### src/logic/nvac_consts.vh
// Constants for the nonvolatile access controller: offsets, fields, resets, timing.
// Assumes byte-wide register port with 9-bit addresses.
`ifndef NVAC_CONSTS_VH
`define NVAC_CONSTS_VH

// Register offsets
`define NVAC_OFF_CTRL       9'h18C
`define NVAC_OFF_KEY        9'h18D
`define NVAC_OFF_ADDR_LO    9'h10D
`define NVAC_OFF_DATA_LO    9'h10C
`define NVAC_OFF_ADDR_HI    9'h10F
`define NVAC_OFF_DATA_HI    9'h10E
`define NVAC_OFF_IRQ_STAT   9'h190
`define NVAC_OFF_IRQ_MASK   9'h191

// Control register fields
`define NVAC_BIT_SPACE      7
`define NVAC_BIT_INTR       3
`define NVAC_BIT_PERMIT     2
`define NVAC_BIT_TRIG       1
`define NVAC_BIT_READ       0

// Interrupt status fields
`define NVAC_IRQ_DONE       0
`define NVAC_IRQ_INTR       1

// Unlock key values
`define NVAC_KEY1           8'h55
`define NVAC_KEY2           8'hAA

// Reset values
`define NVAC_CTRL_RST       8'h00
`define NVAC_MASK_RST       2'h0

// Timing: data write and flash write times in microseconds
`define NVAC_EE_WR_US       4000
`define NVAC_FL_WR_US       4000
`define NVAC_CLK_MHZ        10
`define NVAC_EE_WR_CYC      (`NVAC_EE_WR_US * `NVAC_CLK_MHZ)
`define NVAC_FL_WR_CYC      (`NVAC_FL_WR_US * `NVAC_CLK_MHZ)

`endif

### src/logic/nvac_top.v
// Nonvolatile access controller: control register, holding registers, write/read sequencing.
// Assumes a byte register port on clk_sys and external memory arrays on plain ports.
// Assumes warm_rst_n is asynchronous and the arrays commit on one-cycle pulses.
`timescale 1ns/1ps
`default_nettype none
`include "nvac_consts.vh"

module nvac_top #(
  parameter EE_WR_CYC = `NVAC_EE_WR_CYC,
  parameter FL_WR_CYC = `NVAC_FL_WR_CYC
) (
  input  wire        clk_sys,
  input  wire        rst_n,
  input  wire        warm_rst_n,
  input  wire [8:0]  reg_addr,
  input  wire [7:0]  reg_wdata,
  input  wire        reg_wr,
  input  wire        reg_rd,
  output reg  [7:0]  reg_rdata,
  output reg         core_stall,
  output reg         irq,
  output reg         ee_wr_en,
  output reg  [7:0]  ee_addr,
  output reg  [7:0]  ee_wdata,
  input  wire [7:0]  ee_rdata,
  output reg         fl_wr_en,
  output reg  [12:0] fl_addr,
  output reg  [13:0] fl_wdata
);
  // Sequencer states
  localparam ST_IDLE = 2'd0;
  localparam ST_EE   = 2'd1;
  localparam ST_FL   = 2'd2;

  // Warm reset pin from outside: two stages before use
  // The third stage only delays the synchronised level for edge detection;
  // idle level is high so no false edge follows power-on reset
  reg        wr_s1_reg;
  reg        wr_s2_reg;
  reg        wr_s3_reg;
  wire       warm_hit = !wr_s2_reg && wr_s3_reg;

  // Control register bits, holding registers, status and sequencer state
  reg        space_reg;
  reg        intr_reg;
  reg        permit_reg;
  reg        trig_reg;
  reg        read_reg;
  reg [7:0]  addr_lo_reg;
  reg [4:0]  addr_hi_reg;
  reg [7:0]  data_lo_reg;
  reg [5:0]  data_hi_reg;
  reg [1:0]  stat_reg;
  reg [1:0]  mask_reg;
  reg [1:0]  state_reg;

  // Register port decodes and start conditions
  wire       armed;
  wire       t_busy;
  wire       t_done;
  wire [19:0] t_count;
  wire       key_wr  = reg_wr && reg_addr == `NVAC_OFF_KEY;
  wire       ctrl_wr = reg_wr && reg_addr == `NVAC_OFF_CTRL;
  wire       alo_wr  = reg_wr && reg_addr == `NVAC_OFF_ADDR_LO;
  wire       ahi_wr  = reg_wr && reg_addr == `NVAC_OFF_ADDR_HI;
  wire       dlo_wr  = reg_wr && reg_addr == `NVAC_OFF_DATA_LO;
  wire       dhi_wr  = reg_wr && reg_addr == `NVAC_OFF_DATA_HI;
  wire       stat_wr = reg_wr && reg_addr == `NVAC_OFF_IRQ_STAT;
  wire       mask_wr = reg_wr && reg_addr == `NVAC_OFF_IRQ_MASK;
  // A warm reset idles the sequencer but cannot stop the timer, so a leftover
  // count must hold off the next start too, or its done pulse would end it early
  wire       busy    = state_reg != ST_IDLE || read_reg || t_busy;
  // Permit must already be set from an earlier write, plus key sequence
  wire       go_wr   = ctrl_wr && reg_wdata[`NVAC_BIT_TRIG] && !trig_reg && permit_reg && armed
                       && !busy;
  wire       go_rd   = ctrl_wr && reg_wdata[`NVAC_BIT_READ] && !busy;
  wire       ev_done = state_reg != ST_IDLE && t_done;
  // A warm reset only counts as a cut write while a cycle is running
  wire       abort_wr = warm_hit && state_reg != ST_IDLE;

  // Count chosen by the space select, which cannot change mid-cycle
  assign t_count = space_reg ? FL_WR_CYC[19:0] : EE_WR_CYC[19:0];

  // Key sequence; any other register write in between disarms it
  // Reads do not disarm it, so firmware may poll between the steps
  nvac_unlock u_unlock (
    .clk_sys   (clk_sys),
    .rst_n     (rst_n),
    .any_wr    (reg_wr),
    .key_wr    (key_wr),
    .wdata     (reg_wdata),
    .armed_reg (armed)
  );

  // One timer for both spaces; its count is taken at start
  // Its busy flag also guards starts after a warm reset
  nvac_timer #(.WIDTH(20)) u_timer (
    .clk_sys  (clk_sys),
    .rst_n    (rst_n),
    .start    (go_wr),
    .count    (t_count),
    .busy_reg (t_busy),
    .done_reg (t_done)
  );

  // Synchroniser and edge of warm reset assertion
  // A low pulse shorter than one clock period may be missed
  always @(posedge clk_sys or negedge rst_n) begin
    if (!rst_n) begin
      wr_s1_reg <= 1'b1;
      wr_s2_reg <= 1'b1;
      wr_s3_reg <= 1'b1;
    end else begin
      wr_s1_reg <= warm_rst_n;
      wr_s2_reg <= wr_s1_reg;
      wr_s3_reg <= wr_s2_reg;
    end
  end

  // Holding registers and space select: power-on reset only, warm reset leaves them
  // Read data wins over a firmware write in the same cycle, so a read
  // started just before the write is never lost
  always @(posedge clk_sys or negedge rst_n) begin
    if (!rst_n) begin
      space_reg   <= 1'b0;
      addr_lo_reg <= 8'h00;
      addr_hi_reg <= 5'h00;
      data_lo_reg <= 8'h00;
      data_hi_reg <= 6'h00;
    end else begin
      if (ctrl_wr && !busy) begin
        space_reg <= reg_wdata[`NVAC_BIT_SPACE];
      end
      if (alo_wr) begin
        addr_lo_reg <= reg_wdata;
      end
      if (ahi_wr) begin
        addr_hi_reg <= reg_wdata[4:0];
      end
      if (read_reg) begin
        data_lo_reg <= ee_rdata;
      end else if (dlo_wr) begin
        data_lo_reg <= reg_wdata;
      end
      if (dhi_wr) begin
        data_hi_reg <= reg_wdata[5:0];
      end
    end
  end

  // Control bits and sequencer; warm reset aborts a write and records it
  // Permit and the error bit follow every control write not met by a warm reset in the same cycle; trigger and read
  // start only ever go high from software and low from hardware
  // Limitation: a write cut by warm reset is not retried here
  always @(posedge clk_sys or negedge rst_n) begin
    if (!rst_n) begin
      intr_reg   <= 1'b0;
      permit_reg <= 1'b0;
      trig_reg   <= 1'b0;
      read_reg   <= 1'b0;
      state_reg  <= ST_IDLE;
    end else if (warm_hit) begin
      // Warm reset: drop permit and any pending start, keep the error record
      intr_reg   <= abort_wr ? 1'b1 : intr_reg;
      permit_reg <= 1'b0;
      trig_reg   <= 1'b0;
      read_reg   <= 1'b0;
      state_reg  <= ST_IDLE;
    end else begin
      // Read start lives one cycle; data lands on the next edge
      read_reg <= go_rd && !reg_wdata[`NVAC_BIT_SPACE] && !space_reg;
      if (ctrl_wr) begin
        permit_reg <= reg_wdata[`NVAC_BIT_PERMIT];
        intr_reg   <= reg_wdata[`NVAC_BIT_INTR];
      end
      case (state_reg)
        ST_IDLE: begin
          // go_wr is refused while busy, so one cycle at a time
          if (go_wr) begin
            trig_reg  <= 1'b1;
            state_reg <= space_reg ? ST_FL : ST_EE;
          end
        end
        ST_EE, ST_FL: begin
          // Normal end: the error bit reads zero unless written now
          if (t_done) begin
            trig_reg  <= 1'b0;
            state_reg <= ST_IDLE;
            if (!(ctrl_wr && reg_wdata[`NVAC_BIT_INTR])) begin
              intr_reg <= 1'b0;
            end
          end
        end
        // Unused code falls back to idle
        default: state_reg <= ST_IDLE;
      endcase
    end
  end

  // Memory write strobes, stall and addresses
  // Addresses and data are copied every cycle; the commit pulse uses the
  // holding registers as they stand when the timed cycle ends
  always @(posedge clk_sys or negedge rst_n) begin
    if (!rst_n) begin
      ee_wr_en   <= 1'b0;
      fl_wr_en   <= 1'b0;
      core_stall <= 1'b0;
      ee_addr    <= 8'h00;
      ee_wdata   <= 8'h00;
      fl_addr    <= 13'h0000;
      fl_wdata   <= 14'h0000;
    end else begin
      // Array commits at cycle end; erase is implied by the timed cycle
      ee_wr_en   <= ev_done && state_reg == ST_EE && !warm_hit;
      fl_wr_en   <= ev_done && state_reg == ST_FL && !warm_hit;
      // Stall rises with an accepted program-space start so no later instruction slips past;
      // commits are suppressed when a warm reset lands on the last cycle
      core_stall <= (state_reg == ST_FL || (go_wr && space_reg)) && !ev_done && !warm_hit;
      ee_addr    <= addr_lo_reg;
      ee_wdata   <= data_lo_reg;
      fl_addr    <= {addr_hi_reg, addr_lo_reg};
      fl_wdata   <= {data_hi_reg, data_lo_reg};
    end
  end

  // Sticky status events and write-one clears, one column per bit
  wire [1:0] stat_set;
  wire [1:0] stat_clr;
  assign stat_set[`NVAC_IRQ_DONE] = ev_done && !warm_hit;
  assign stat_set[`NVAC_IRQ_INTR] = abort_wr;
  assign stat_clr = stat_wr ? reg_wdata[1:0] : 2'b00;

  // Sticky status: set wins over write-one clear so no event is ever lost
  genvar gi;
  generate
    for (gi = 0; gi < 2; gi = gi + 1) begin : g_stat
      always @(posedge clk_sys or negedge rst_n) begin
        if (!rst_n) begin
          stat_reg[gi] <= 1'b0;
        end else begin
          stat_reg[gi] <= stat_set[gi] || (stat_reg[gi] && !stat_clr[gi]);
        end
      end
    end
  endgenerate

  // Mask and level interrupt; one cycle behind the status it reflects
  always @(posedge clk_sys or negedge rst_n) begin
    if (!rst_n) begin
      mask_reg <= `NVAC_MASK_RST;
      irq      <= 1'b0;
    end else begin
      if (mask_wr) begin
        mask_reg <= reg_wdata[1:0];
      end
      irq <= |(stat_reg & mask_reg);
    end
  end

  // Read port; unmapped addresses read zero
  // Zero outside the answer cycle keeps the bus quiet, so a caller that
  // samples one cycle late sees zero rather than stale data
  always @(posedge clk_sys or negedge rst_n) begin
    if (!rst_n) begin
      reg_rdata <= 8'h00;
    end else if (reg_rd) begin
      case (reg_addr)
        // Bits 6 to 4 of the control register are unused and read zero
        `NVAC_OFF_CTRL:     reg_rdata <= {space_reg, 3'b000, intr_reg, permit_reg, trig_reg, read_reg};
        `NVAC_OFF_ADDR_LO:  reg_rdata <= addr_lo_reg;
        `NVAC_OFF_ADDR_HI:  reg_rdata <= {3'b000, addr_hi_reg};
        `NVAC_OFF_DATA_LO:  reg_rdata <= data_lo_reg;
        `NVAC_OFF_DATA_HI:  reg_rdata <= {2'b00, data_hi_reg};
        `NVAC_OFF_IRQ_STAT: reg_rdata <= {6'h00, stat_reg};
        `NVAC_OFF_IRQ_MASK: reg_rdata <= {6'h00, mask_reg};
        default:            reg_rdata <= 8'h00;
      endcase
    end else begin
      reg_rdata <= 8'h00;
    end
  end
endmodule
`default_nettype wire

### src/logic/nvac_unlock.v
// Unlock key sequencer: arms a write trigger after 55h then AAh.
// Assumes same-clock register strobes from the register port.
`timescale 1ns/1ps
`default_nettype none
`include "nvac_consts.vh"

module nvac_unlock (
  input  wire       clk_sys,
  input  wire       rst_n,
  input  wire       any_wr,
  input  wire       key_wr,
  input  wire [7:0] wdata,
  output reg        armed_reg
);
  reg       half_reg;
  reg       half_next;
  reg       armed_next;

  // Any other write between the keys and the trigger breaks the sequence
  always @* begin
    half_next  = 1'b0;
    armed_next = 1'b0;
    if (key_wr && wdata == `NVAC_KEY1) begin
      half_next = 1'b1;
    end else if (key_wr && wdata == `NVAC_KEY2 && half_reg) begin
      armed_next = 1'b1;
    end else if (!any_wr) begin
      half_next  = half_reg;
      armed_next = armed_reg;
    end
  end

  // Key state
  always @(posedge clk_sys or negedge rst_n) begin
    if (!rst_n) begin
      half_reg  <= 1'b0;
      armed_reg <= 1'b0;
    end else begin
      half_reg  <= half_next;
      armed_reg <= armed_next;
    end
  end
endmodule
`default_nettype wire

### src/logic/nvac_timer.v
// Self-timed cycle counter for erase-then-write operations.
// Assumes start is a one-cycle pulse while idle.
`timescale 1ns/1ps
`default_nettype none

module nvac_timer #(
  parameter WIDTH = 20
) (
  input  wire             clk_sys,
  input  wire             rst_n,
  input  wire             start,
  input  wire [WIDTH-1:0] count,
  output reg              busy_reg,
  output reg              done_reg
);
  reg [WIDTH-1:0] cnt_reg;

  // Count down; done pulses one cycle after the last count
  always @(posedge clk_sys or negedge rst_n) begin
    if (!rst_n) begin
      cnt_reg  <= {WIDTH{1'b0}};
      busy_reg <= 1'b0;
      done_reg <= 1'b0;
    end else begin
      done_reg <= 1'b0;
      if (start && !busy_reg) begin
        cnt_reg  <= count;
        busy_reg <= 1'b1;
      end else if (busy_reg) begin
        if (cnt_reg <= {{(WIDTH-1){1'b0}}, 1'b1}) begin
          busy_reg <= 1'b0;
          done_reg <= 1'b1;
        end else begin
          cnt_reg <= cnt_reg - {{(WIDTH-1){1'b0}}, 1'b1};
        end
      end
    end
  end
endmodule
`default_nettype wire

### config.mk
export PLATFORM = sky130hd
export DESIGN_NAME = nvac_top
export DESIGN_NICKNAME = d
export VERILOG_FILES = /design/src/logic/nvac_top.v /design/src/logic/nvac_unlock.v /design/src/logic/nvac_timer.v
export VERILOG_INCLUDE_DIRS = /design/src /design/src/logic
export SDC_FILE = /design/constraint.sdc
export NUM_CORES = 1
export LEC_CHECK = 0
export BUFFER_PORTS_ARGS = -buffer_cell sky130_fd_sc_hd__clkbuf_2
export CAP_MARGIN = 20
export CORE_MARGIN = 1
export CORE_UTILIZATION = 60
export DETAILED_ROUTE_END_ITERATION = 8
export HOLD_SLACK_MARGIN = 0.03
export PLACE_DENSITY = 0.89
export SYNTH_ARGS = -nofsm -noshare
export SYNTH_HDL_FRONTEND = slang
export SYNTH_HIERARCHICAL = 1
export SYNTH_SLANG_ARGS = --single-unit
### constraint.sdc
create_clock -name clk_sys -period 7.8 [get_ports clk_sys]
set_clock_uncertainty 0.2 [all_clocks]
set_input_delay 1.56 -clock clk_sys [delete_from_list [all_inputs] [get_ports clk_sys]]
set_output_delay 1.56 -clock clk_sys [all_outputs]
set_load 0.01 [all_outputs]
; Yosys cells after proc, flatten, opt, wreduce, memory -nomap -nowiden
; Cells that the tools add are included.
[totals]
reg_bits = 120
inputBits = 30
out_inout_bits = 55
elab_cells = 149
[classes]
n_addsub = 1
order_cmp = 1
n_eq_ne = 16
muxes = 37
n_bitwise = 1
n_reduce_logical = 63
[ops]
columns = op, count
row1 = "9-bit == test, second input constant", 8
row2 = 20-bit 2-to-1 mux, 3
row3 = 8-bit case mux with 7 select lines, 1
row4 = 1-bit logical AND, 36
row5 = 8-bit 2-to-1 mux, 3
row6 = 1-bit 2-to-1 mux, 23
row7 = "20-bit by 1-bit <= comparator with 1-bit output, second input constant", 1
row8 = "20-bit by 1-bit subtractor with 20-bit output, second input constant", 1
row9 = 1-bit logical NOT, 10
row10 = 2-bit 2-to-1 mux, 5
row11 = "8-bit by 7-bit == test with 1-bit output, second input constant", 1
row12 = "8-bit == test, second input constant", 1
row13 = 2-bit nonzero test, 4
row14 = 3-bit nonzero test, 2
row15 = 1-bit logical OR, 5
row16 = "2-bit by 1-bit != test with 1-bit output, second input constant", 2
row17 = 2-bit case mux with 2 select lines, 1
row18 = 2-bit AND reduction, 2
row19 = 2-bit OR reduction, 2
row20 = "3-bit by 2-bit != test with 1-bit output, second input constant", 1
row21 = "3-bit != test, second input constant", 1
row22 = 3-bit AND reduction, 1
row23 = 2-bit AND, 1
row24 = "2-bit by 1-bit == test with 1-bit output, second input constant", 1
row25 = other kinds (3), 3

; Logic depth before layout (Yosys ltp)
; Gate-level depths: netlist of the first run.
[logic_depth]
ltp_word = 11
mapped_depth = 13

; Modules after synthesis
; Netlist of the first run, hierarchy kept.
[modules_own_cells]
columns = mod, instances, cells_per_inst, area_per_inst_um2, seq_area_each_um2
row1 = nvac_top, 1, 269, 3417.0, 2005.7
row2 = nvac_timer, 1, 161, 1410.1, 550.5
row3 = nvac_unlock, 1, 12, 130.1, 50.0

; Worst setup path before layout of the first run
; Ideal clock, no wire load.
[synth_path]
path_type = input to register
start = input reg_addr[5]
end = register u_timer.cnt_reg[1]
t_arrival_ps = 3985
slack_ps = 3485
path_stages = 12
cell_sequence = or3b_1 -> buf_6 -> nor3_1 -> buf_2 -> and3_1 -> clkbuf_1 -> nor2b_1 -> clkbuf_1 -> buf_1 -> nor2_1 -> a211oi_1 -> a21oi_2
[synth_between]
elab_chain_cells = 10
word_cells_on_any_way = 12
classes_between = eq/ne (2) / mux (1) / reduce/logical (9)
[synth_lines]
columns = item, line_no
row1 = from (decl), nvac_top.v:15  ; input wire [8:0] reg_addr,
row2 = 9-bit == test *, -
row3 = 1-bit logical AND (no line) *, -
row4 = 1-bit logical AND * (5 in a row), nvac_top.v:74  ; wire go_wr = ctrl_wr && reg_wdata[`NVAC_BIT_TRIG] && !trig_reg && permit_reg && armed
row5 = net go_wr, nvac_top.v:74
row6 = 1-bit logical AND *, nvac_timer.v:26  ; if (start && !busy_reg) begin
row7 = 2-bit by 1-bit != test with 1-bit output (no line) / 2-bit nonzero test (equally long branches), -
row8 = 2-bit AND reduction (no line), -
row9 = to (signal assigned), nvac_timer.v:21  ; cnt_reg <= {WIDTH{1'b0}};
row10 = to (signal assigned), nvac_timer.v:27  ; cnt_reg <= count;
row11 = to (signal assigned), nvac_timer.v:34  ; cnt_reg <= cnt_reg - {{(WIDTH-1){1'b0}}, 1'b1};
row12 = to (decl), nvac_timer.v:16  ; reg [WIDTH-1:0] cnt_reg;
; The timed path passes the listed nets; every way through them passes the cells marked *.
; A chain may end at the register's enable or synchronous reset.

; Final worst setup path of the first run
[layout_path]
start = input reg_addr[5]
end = register u_timer.cnt_reg[11]
; Same word-level chain as after synthesis.

==> results of run 1 <==
worst max-delay path by stage:
| stage | cells past startpoint | slack, ns | endpoint | start |
|---|---|---|---|---|
| finish | 9 | 3.22 | u_timer/cnt_reg[11]$_DFFE_PN0P_ | reg_addr[5] |
| global route | 9 | 3.06 | u_timer/cnt_reg[11]$_DFFE_PN0P_ | reg_addr[5] |
| CTS | 9 | 3.29 | u_timer/cnt_reg[11]$_DFFE_PN0P_ | reg_addr[5] |
| detailed placement | 9 | 2.91 | u_timer/cnt_reg[11]$_DFFE_PN0P_ | reg_addr[5] |
| global placement | 9 | 3.07 | u_timer/cnt_reg[11]$_DFFE_PN0P_ | reg_addr[5] |
| floorplan | 12 | 3.49 | u_timer/cnt_reg[1]$_DFFE_PN0P_ | reg_addr[5] |
Yosys cell counts, drive strengths merged (4+ instances only):
library cell  instances  area share (%)
mux2i                10             2.0
clkbuf               10            0.76
nor3                 15             1.7
buf                  30             4.2
nand2                26             2.0
o21ai                25             2.5
inv                  11            0.83
mux2                 26             5.9
nand3                10             1.2
a21oi                27             2.8
nor2                 25             1.9
nor2b                 8             1.0
a22o                  4            0.71
dfrtp               101              51
a22oi                 7             1.1
nor4                  7             1.6
and3                 10             1.3
nand2b                5            0.63
o22ai                 4            0.78
or3b                  5            0.88
ha                    5             1.3
per-layer routing:
layer	vias up	GRT usage, %	share of wire [%]
met4	0	9.62	2.1
met3	21	5.75	7.1
met1	1848	33.1	41
met5	-	0	0
met2	176	43.6	50
li1	1733	-	-
cells in the final DEF (no fill, tap or decap), types with 4 or more instances in the layout:
master	count
a22o_1	4
nor2b_1	8
inv_1	10
ha_1	5
a22oi_1	7
nand2b_1	5
nand2_1	26
nor2_1	25
mux2i_1	10
mux2_2	21
and3_1	10
a21oi_1	26
clkbuf_8	9
dfrtp_1	101
nor4_1	4
inv_6	4
clkbuf_2	83
conb_1	20
nor3_1	14
nand3_1	8
o21ai_0	25
mux2_1	5
final cells by class:
type | instances | share of cell area, %
tap | 102 | 2.31
multi-input combinational | 305 | 38.6
clock inverter | 6 | 0.996
clock buffer | 10 | 2.31
inverter | 11 | 0.747
timing repair buffer | 86 | 7.92
sequential | 104 | 47.1
through the flow:
| step | std cells | cell area [um^2] | worst slack, ns |
|---|---|---|---|
| 6_report | 624 | 5530 | 3.22 |
| 3_5_place_dp | 608 | 5350 | 2.91 |
| 5_1_grt | 624 | 5530 | 3.06 |
| 3_3_place_gp | 608 | 5350 | 3.07 |
| 4_1_cts | 624 | 5530 | 3.29 |
| 2_1_floorplan | 460 | 5020 | 3.49 |
logic make-up (layout without fill, tap and decap cells):
family,count (synthesis),in the layout
AOI/OAI and AO/OA,97,97
buffers and inverters,51,113
muxes,39,39
DFF,104,104
adders and majority gates,5,5
xor gates and xnor gates,4,4
other,2,20
and+or+nand+nor,140,140
power by group through the flow:
stage	combinational (uW)	clock, uW	sequential, uW
3_5_place_dp	55.7	0	566
3_3_place_gp	54.1	0	565
4_1_cts	55.9	325	555
6_report	55.3	321	555
2_1_floorplan	25.0	0	566
5_1_grt	61.7	350	556
critical path, cell delays in order:
cell and delay (ns):
clkbuf_2 0.07, or3b_1 0.58, nor3_1 0.96, and3_1 0.49
nor2b_1 0.18, buf_4 0.29, nor2_1 0.13, a41oi_1 0.23
o221a_2 0.20
==> impl_metrics.yaml, run 1 <==
status:
  outcome: "finished clean"
place:
  dp_hpwl_um: 7450
  gp_congestion: 0.868
  port_buffers: 84
clocking:
  root_buffer: "clkbuf_8"
  post_cts_buffers: 0
  cts-resized-gates: 0
  cts_max_path_buffers: 2
  h-tree-depth: 3
  numCtsBuffers: 9
  cts.sinks: 104
  clkLatencyLatePin_ns: 0.38
  tritoncts: "yes"
  cts_hold_buffers: 0
  cts.reportedPaths.clkPinSlew_ns: 0.10
detailed_routing:
  routed_wl_um: 10400
  drc_errors: 0
  wire_per_inst_um: 16.7
  via_per_inst: 6.05
  drtPass1Iterations: 5
  antenna_left: 0
  drtIter0Drc: 191
  vias: 3778
timing:
  rsz0062_at_grt: "no"
  maxSlewViolCount: 0
  period_needed_ns: 4.58
  setup_viol: 0
  hold-worst-slack_ns: 0.160
  worstMarginPinSlew_ns: 1.09
  finalHoldViolCount: 0
  setup_tns_ns: 0
  fin_crit_sh_pct: 58.7
  fmax_mhz: 218
  slew_headroom_pct: 26.5
cells_and_area:
  antenna_cells: 0
  largest_reg_flops: 20
  drive_above_1_share_pct: 28.2
  area_growth_pct: 11.5
  seq_area_um2: 2610
  n_fill_cell: 566
  final_util_pct: 70.4
  fin_nets: 552
  multiInputGateArea_um2: 2130
worst_setup_path:
  timing.rr.end: "u_timer/cnt_reg[19]$_DFFE_PN0P_"
  ff2ff_path_depth: 8
  start_kind: "input pin"
  cp.required_ns: 7.92
  worst-endpoint-arrival_ns: 4.70
  r2r-start: "read_reg$_DFF_PN0_"
  path_class: "input pin to flip-flop"
  cp_max_fo: 28
  critPathCaptureType: "flip-flop"
  r2r_slack_ns: 4.85
pwr:
  vdd_ir_drop_max_v: 0.000126
  power_density_nw_per_um2: 168
  seq_power_share_pct: 59.6
  switching_share_pct: 25.7
  finalPower_uw: 931
  switchingPower_uw: 240
  static-leakage-power_uw: 0.00272
  clkPwrFrac_pct: 34.5
  internal_power_uw: 692
  pwr-share-comb_pct: 5.9
synthesis:
  ys_async_sr_fraction_pct: 100
  synth_seq_area_share_pct: 52.6
  syn_inst: 442
  synth_xor_area_share_pct: 0.707
  syn_area_per_cell_um2: 11.2
  synth_top_family_by_area: "simple AND/OR/NAND/NOR gates"
  synth-simple-area-share_pct: 17.3
  synthAdderAreaFrac_pct: 1.26
  synth_compound_area_share_pct: 12.9
  ys_seq_elements: 104
  synthFlopType: "dfrtp_1"
  synth_warnings: 6
  synth_edf_count: 0
  yosysUniqueCellTypes: 74
  synth.mux.area_fraction_pct: 9.29
  syn_area_um2: 4960
min_path:
  holdPathStages: 0
  hp-start: "wr_s1_reg$_DFF_PN1_"
  worstHoldEndpoint: "wr_s2_reg$_DFF_PN1_"
  hold_path_class: "flip-flop to flip-flop"
floorplan:
  num_io_pins: 85
  rows: 32
  start_util_pct: 63.2
  core_um2: 7850
  die_h_um: 92.9
  die_w_um: 92.9
  design.die.area_um2: 8630
global_route:
  grt_max_degree: 59
  antenna_found_initial: 0
  grt_use_total_pct: 26.0
  grt_overflow: 0
  grt_pass1_wl_um: 17500
  grt_pass1_vias: 3587
job:
  cap_viol_max_count: 0
(Power assumes the default switching activity.)
==> inputs of run 2 (changes only) <==
--- a/config.mk
+++ b/config.mk
@@ -9,10 +9,10 @@
 export BUFFER_PORTS_ARGS = -buffer_cell sky130_fd_sc_hd__clkbuf_2
 export CAP_MARGIN = 20
 export CORE_MARGIN = 1
-export CORE_UTILIZATION = 60
+export CORE_UTILIZATION = 51
 export DETAILED_ROUTE_END_ITERATION = 8
 export HOLD_SLACK_MARGIN = 0.03
-export PLACE_DENSITY = 0.89
+export PLACE_DENSITY = 0.8
 export SYNTH_ARGS = -nofsm -noshare
 export SYNTH_HDL_FRONTEND = slang
 export SYNTH_HIERARCHICAL = 1
==> constraint.sdc (replaced) <==
create_clock -name clk_sys -period 3.67 [get_ports clk_sys]
set_clock_uncertainty 0.2 [all_clocks]
set_input_delay 0.734 -clock clk_sys [delete_from_list [all_inputs] [get_ports clk_sys]]
set_output_delay 0.734 -clock clk_sys [all_outputs]
set_load 0.01 [all_outputs]
==> run 2 against run 1 <==
- clock power up 120%
- global-route usage down 3.5 points
- utilization down 9.8 points
- setup slack worse by 2.5 ns
- hold slack worse by 0.085 ns
- cell area up 2.3%
- highest routed layer unchanged
==> impl_metrics.yaml, run 2 (synthesized netlist as in run 1, its figures left out) <==
status:
  outcome: "finished clean"
worst_setup_path:
  r2r-start: "state_reg[0]$_DFFE_PN0P_"
  cp_max_fo: 28
  path_class: "flip-flop to flip-flop"
  cp.required_ns: 3.79
  crit_path_top_delay_cell: "dfrtp_1"
  r2r_slack_ns: 0.71
  cp-endpoint: "u_timer/cnt_reg[11]$_DFFE_PN0P_"
  worst-endpoint-arrival_ns: 3.08
  cp.depth: 9
  ff2ff_path_depth: 9
  critPathMostFrequentCell: "and3_1"
  crit_family: "simple AND/OR/NAND/NOR gates"
  slowest_delay_ns: 0.43
  start_kind: "flip-flop"
  cp-startpoint: "state_reg[0]$_DFFE_PN0P_"
  timing.rr.end: "u_timer/cnt_reg[11]$_DFFE_PN0P_"
  path_buf_inv: 2
  crit_path_cell_trace: "inv_1, ha_1, and3_1, and3_1, nor2b_1, buf_4, nor2_1, a41oi_1, o221a_2"
  critPathCaptureType: "flip-flop"
timing:
  worstMarginPinSlew_ns: 0.703
  slew_headroom_pct: 52.5
  fmax_mhz: 338
  finalHoldViolCount: 0
  rsz0062_at_grt: "no"
  fin_crit_sh_pct: 80.6
  period_needed_ns: 2.96
  setup_viol: 0
  setup_tns_ns: 0
  maxSlewViolCount: 0
clocking:
  cts_hold_buffers: 0
  numCtsBuffers: 9
  post_cts_buffers: 0
  cts_max_path_buffers: 2
  cts.reportedPaths.clkPinSlew_ns: 0.10
  root_buffer: "clkbuf_8"
  cts.sinks: 104
  clkLatencyLatePin_ns: 0.37
  h-tree-depth: 3
  tritoncts: "yes"
  cts-resized-gates: 0
place:
  gp_congestion: 0.831
  dp_hpwl_um: 7640
  dpl-instance-area_um2: 5460
  port_buffers: 84
floorplan:
  start_util_pct: 53.1
  design.die.area_um2: 10100
  num_io_pins: 85
  die_w_um: 101
  die_h_um: 101
  core_um2: 9330
  rows: 35
detailed_routing:
  drtPass1Iterations: 5
  routed_wl_um: 10700
  drtIter0Drc: 200
  antenna_left: 0
  vias: 3749
  via_per_inst: 5.69
  drc_errors: 0
  wire_per_inst_um: 16.2
pwr:
  clkPwrFrac_pct: 34.7
  vdd_ir_drop_max_v: 0.000217
  internal_power_uw: 1490
  seq_power_share_pct: 58.9
  switching_share_pct: 25.3
  static-leakage-power_uw: 0.00277
  power_density_nw_per_um2: 354
  pwr-share-comb_pct: 6.4
  switchingPower_uw: 506
cells_and_area:
  final_area_um2: 5660
  fin_nets: 560
  final_common_cell: "dfrtp_1"
  seq_area_um2: 2610
  area_growth_pct: 14.1
  multiInputGateArea_um2: 2130
  layout_common_cells: "dfrtp_1 (101), clkbuf_2 (83), nand2_1 (26), a21oi_1 (26)"
  n_fill_cell: 750
  antenna_cells: 0
  largest_reg_flops: 20
  drive_above_1_share_pct: 29.4
global_route:
  grt_max_degree: 67
  grt_use_total_pct: 22.5
  grt_pass1_wl_um: 17700
  antenna_found_initial: 0
  grt_pass1_vias: 3653
  grt_overflow: 0
job:
  cap_viol_max_count: 0
min_path:
  hold_path_class: "input pin to async pin"
run 2: layout make-up:
type,count,share of cell area [%]
Multi-Input combinational cell,305,37.7
Sequential cell,104,46.1
Clock buffer,10,2.43
Tap cell,129,2.85
Timing Repair Buffer,94,9.16
Inverter,11,0.730
Clock inverter,6,1.04
run 2: worst min path at each step:
stage | to | slack, ns | depth (start not counted)
after floorplan | wr_s2_reg$_DFF_PN1_ | 0.15 | 0
after global placement | wr_s2_reg$_DFF_PN1_ | 0.15 | 0
after detailed placement | wr_s2_reg$_DFF_PN1_ | 0.15 | 0
after CTS | fl_addr[12]$_DFF_PN0_ | 0.08 | 1
after global routing | fl_addr[12]$_DFF_PN0_ | 0.1 | 1
final | fl_addr[12]$_DFF_PN0_ | 0.08 | 1
run 2: per-layer routing:
metal	global-route usage [%]	wire [um]	vias up
met3	4.79	594	13
met1	29.5	4570	1854
met2	37.9	5360	138
met5	0	0	-
li1	-	-	1744
met4	6.24	140	0
run 2: power groups by stage:
| stage | Clock, uW | Combinational (uW) | Sequential [uW] |
|---|---|---|---|
| 4_1_cts | 710 | 128 | 1180 |
| 3_3_place_gp | 0 | 120 | 1200 |
| 3_5_place_dp | 0 | 128 | 1200 |
| 2_1_floorplan | 0 | 53.1 | 1200 |
| 5_1_grt | 758 | 141 | 1180 |
| 6_report | 694 | 128 | 1180 |
run 2: through the flow:
step | hold slack (ns) | utilization, % | std cells | power [uW] | setup slack [ns]
finish | 0.0751 | 60.6 | 659 | 2000 | 0.710
global placement | 0.145 | 58.2 | 642 | 1320 | 0.556
detailed placement | 0.152 | 58.5 | 643 | 1330 | 0.505
global route | 0.0960 | 60.6 | 659 | 2080 | 0.460
floorplan | 0.145 | - | 460 | 1260 | 0.181
CTS | 0.0806 | 60.6 | 659 | 2020 | 0.750
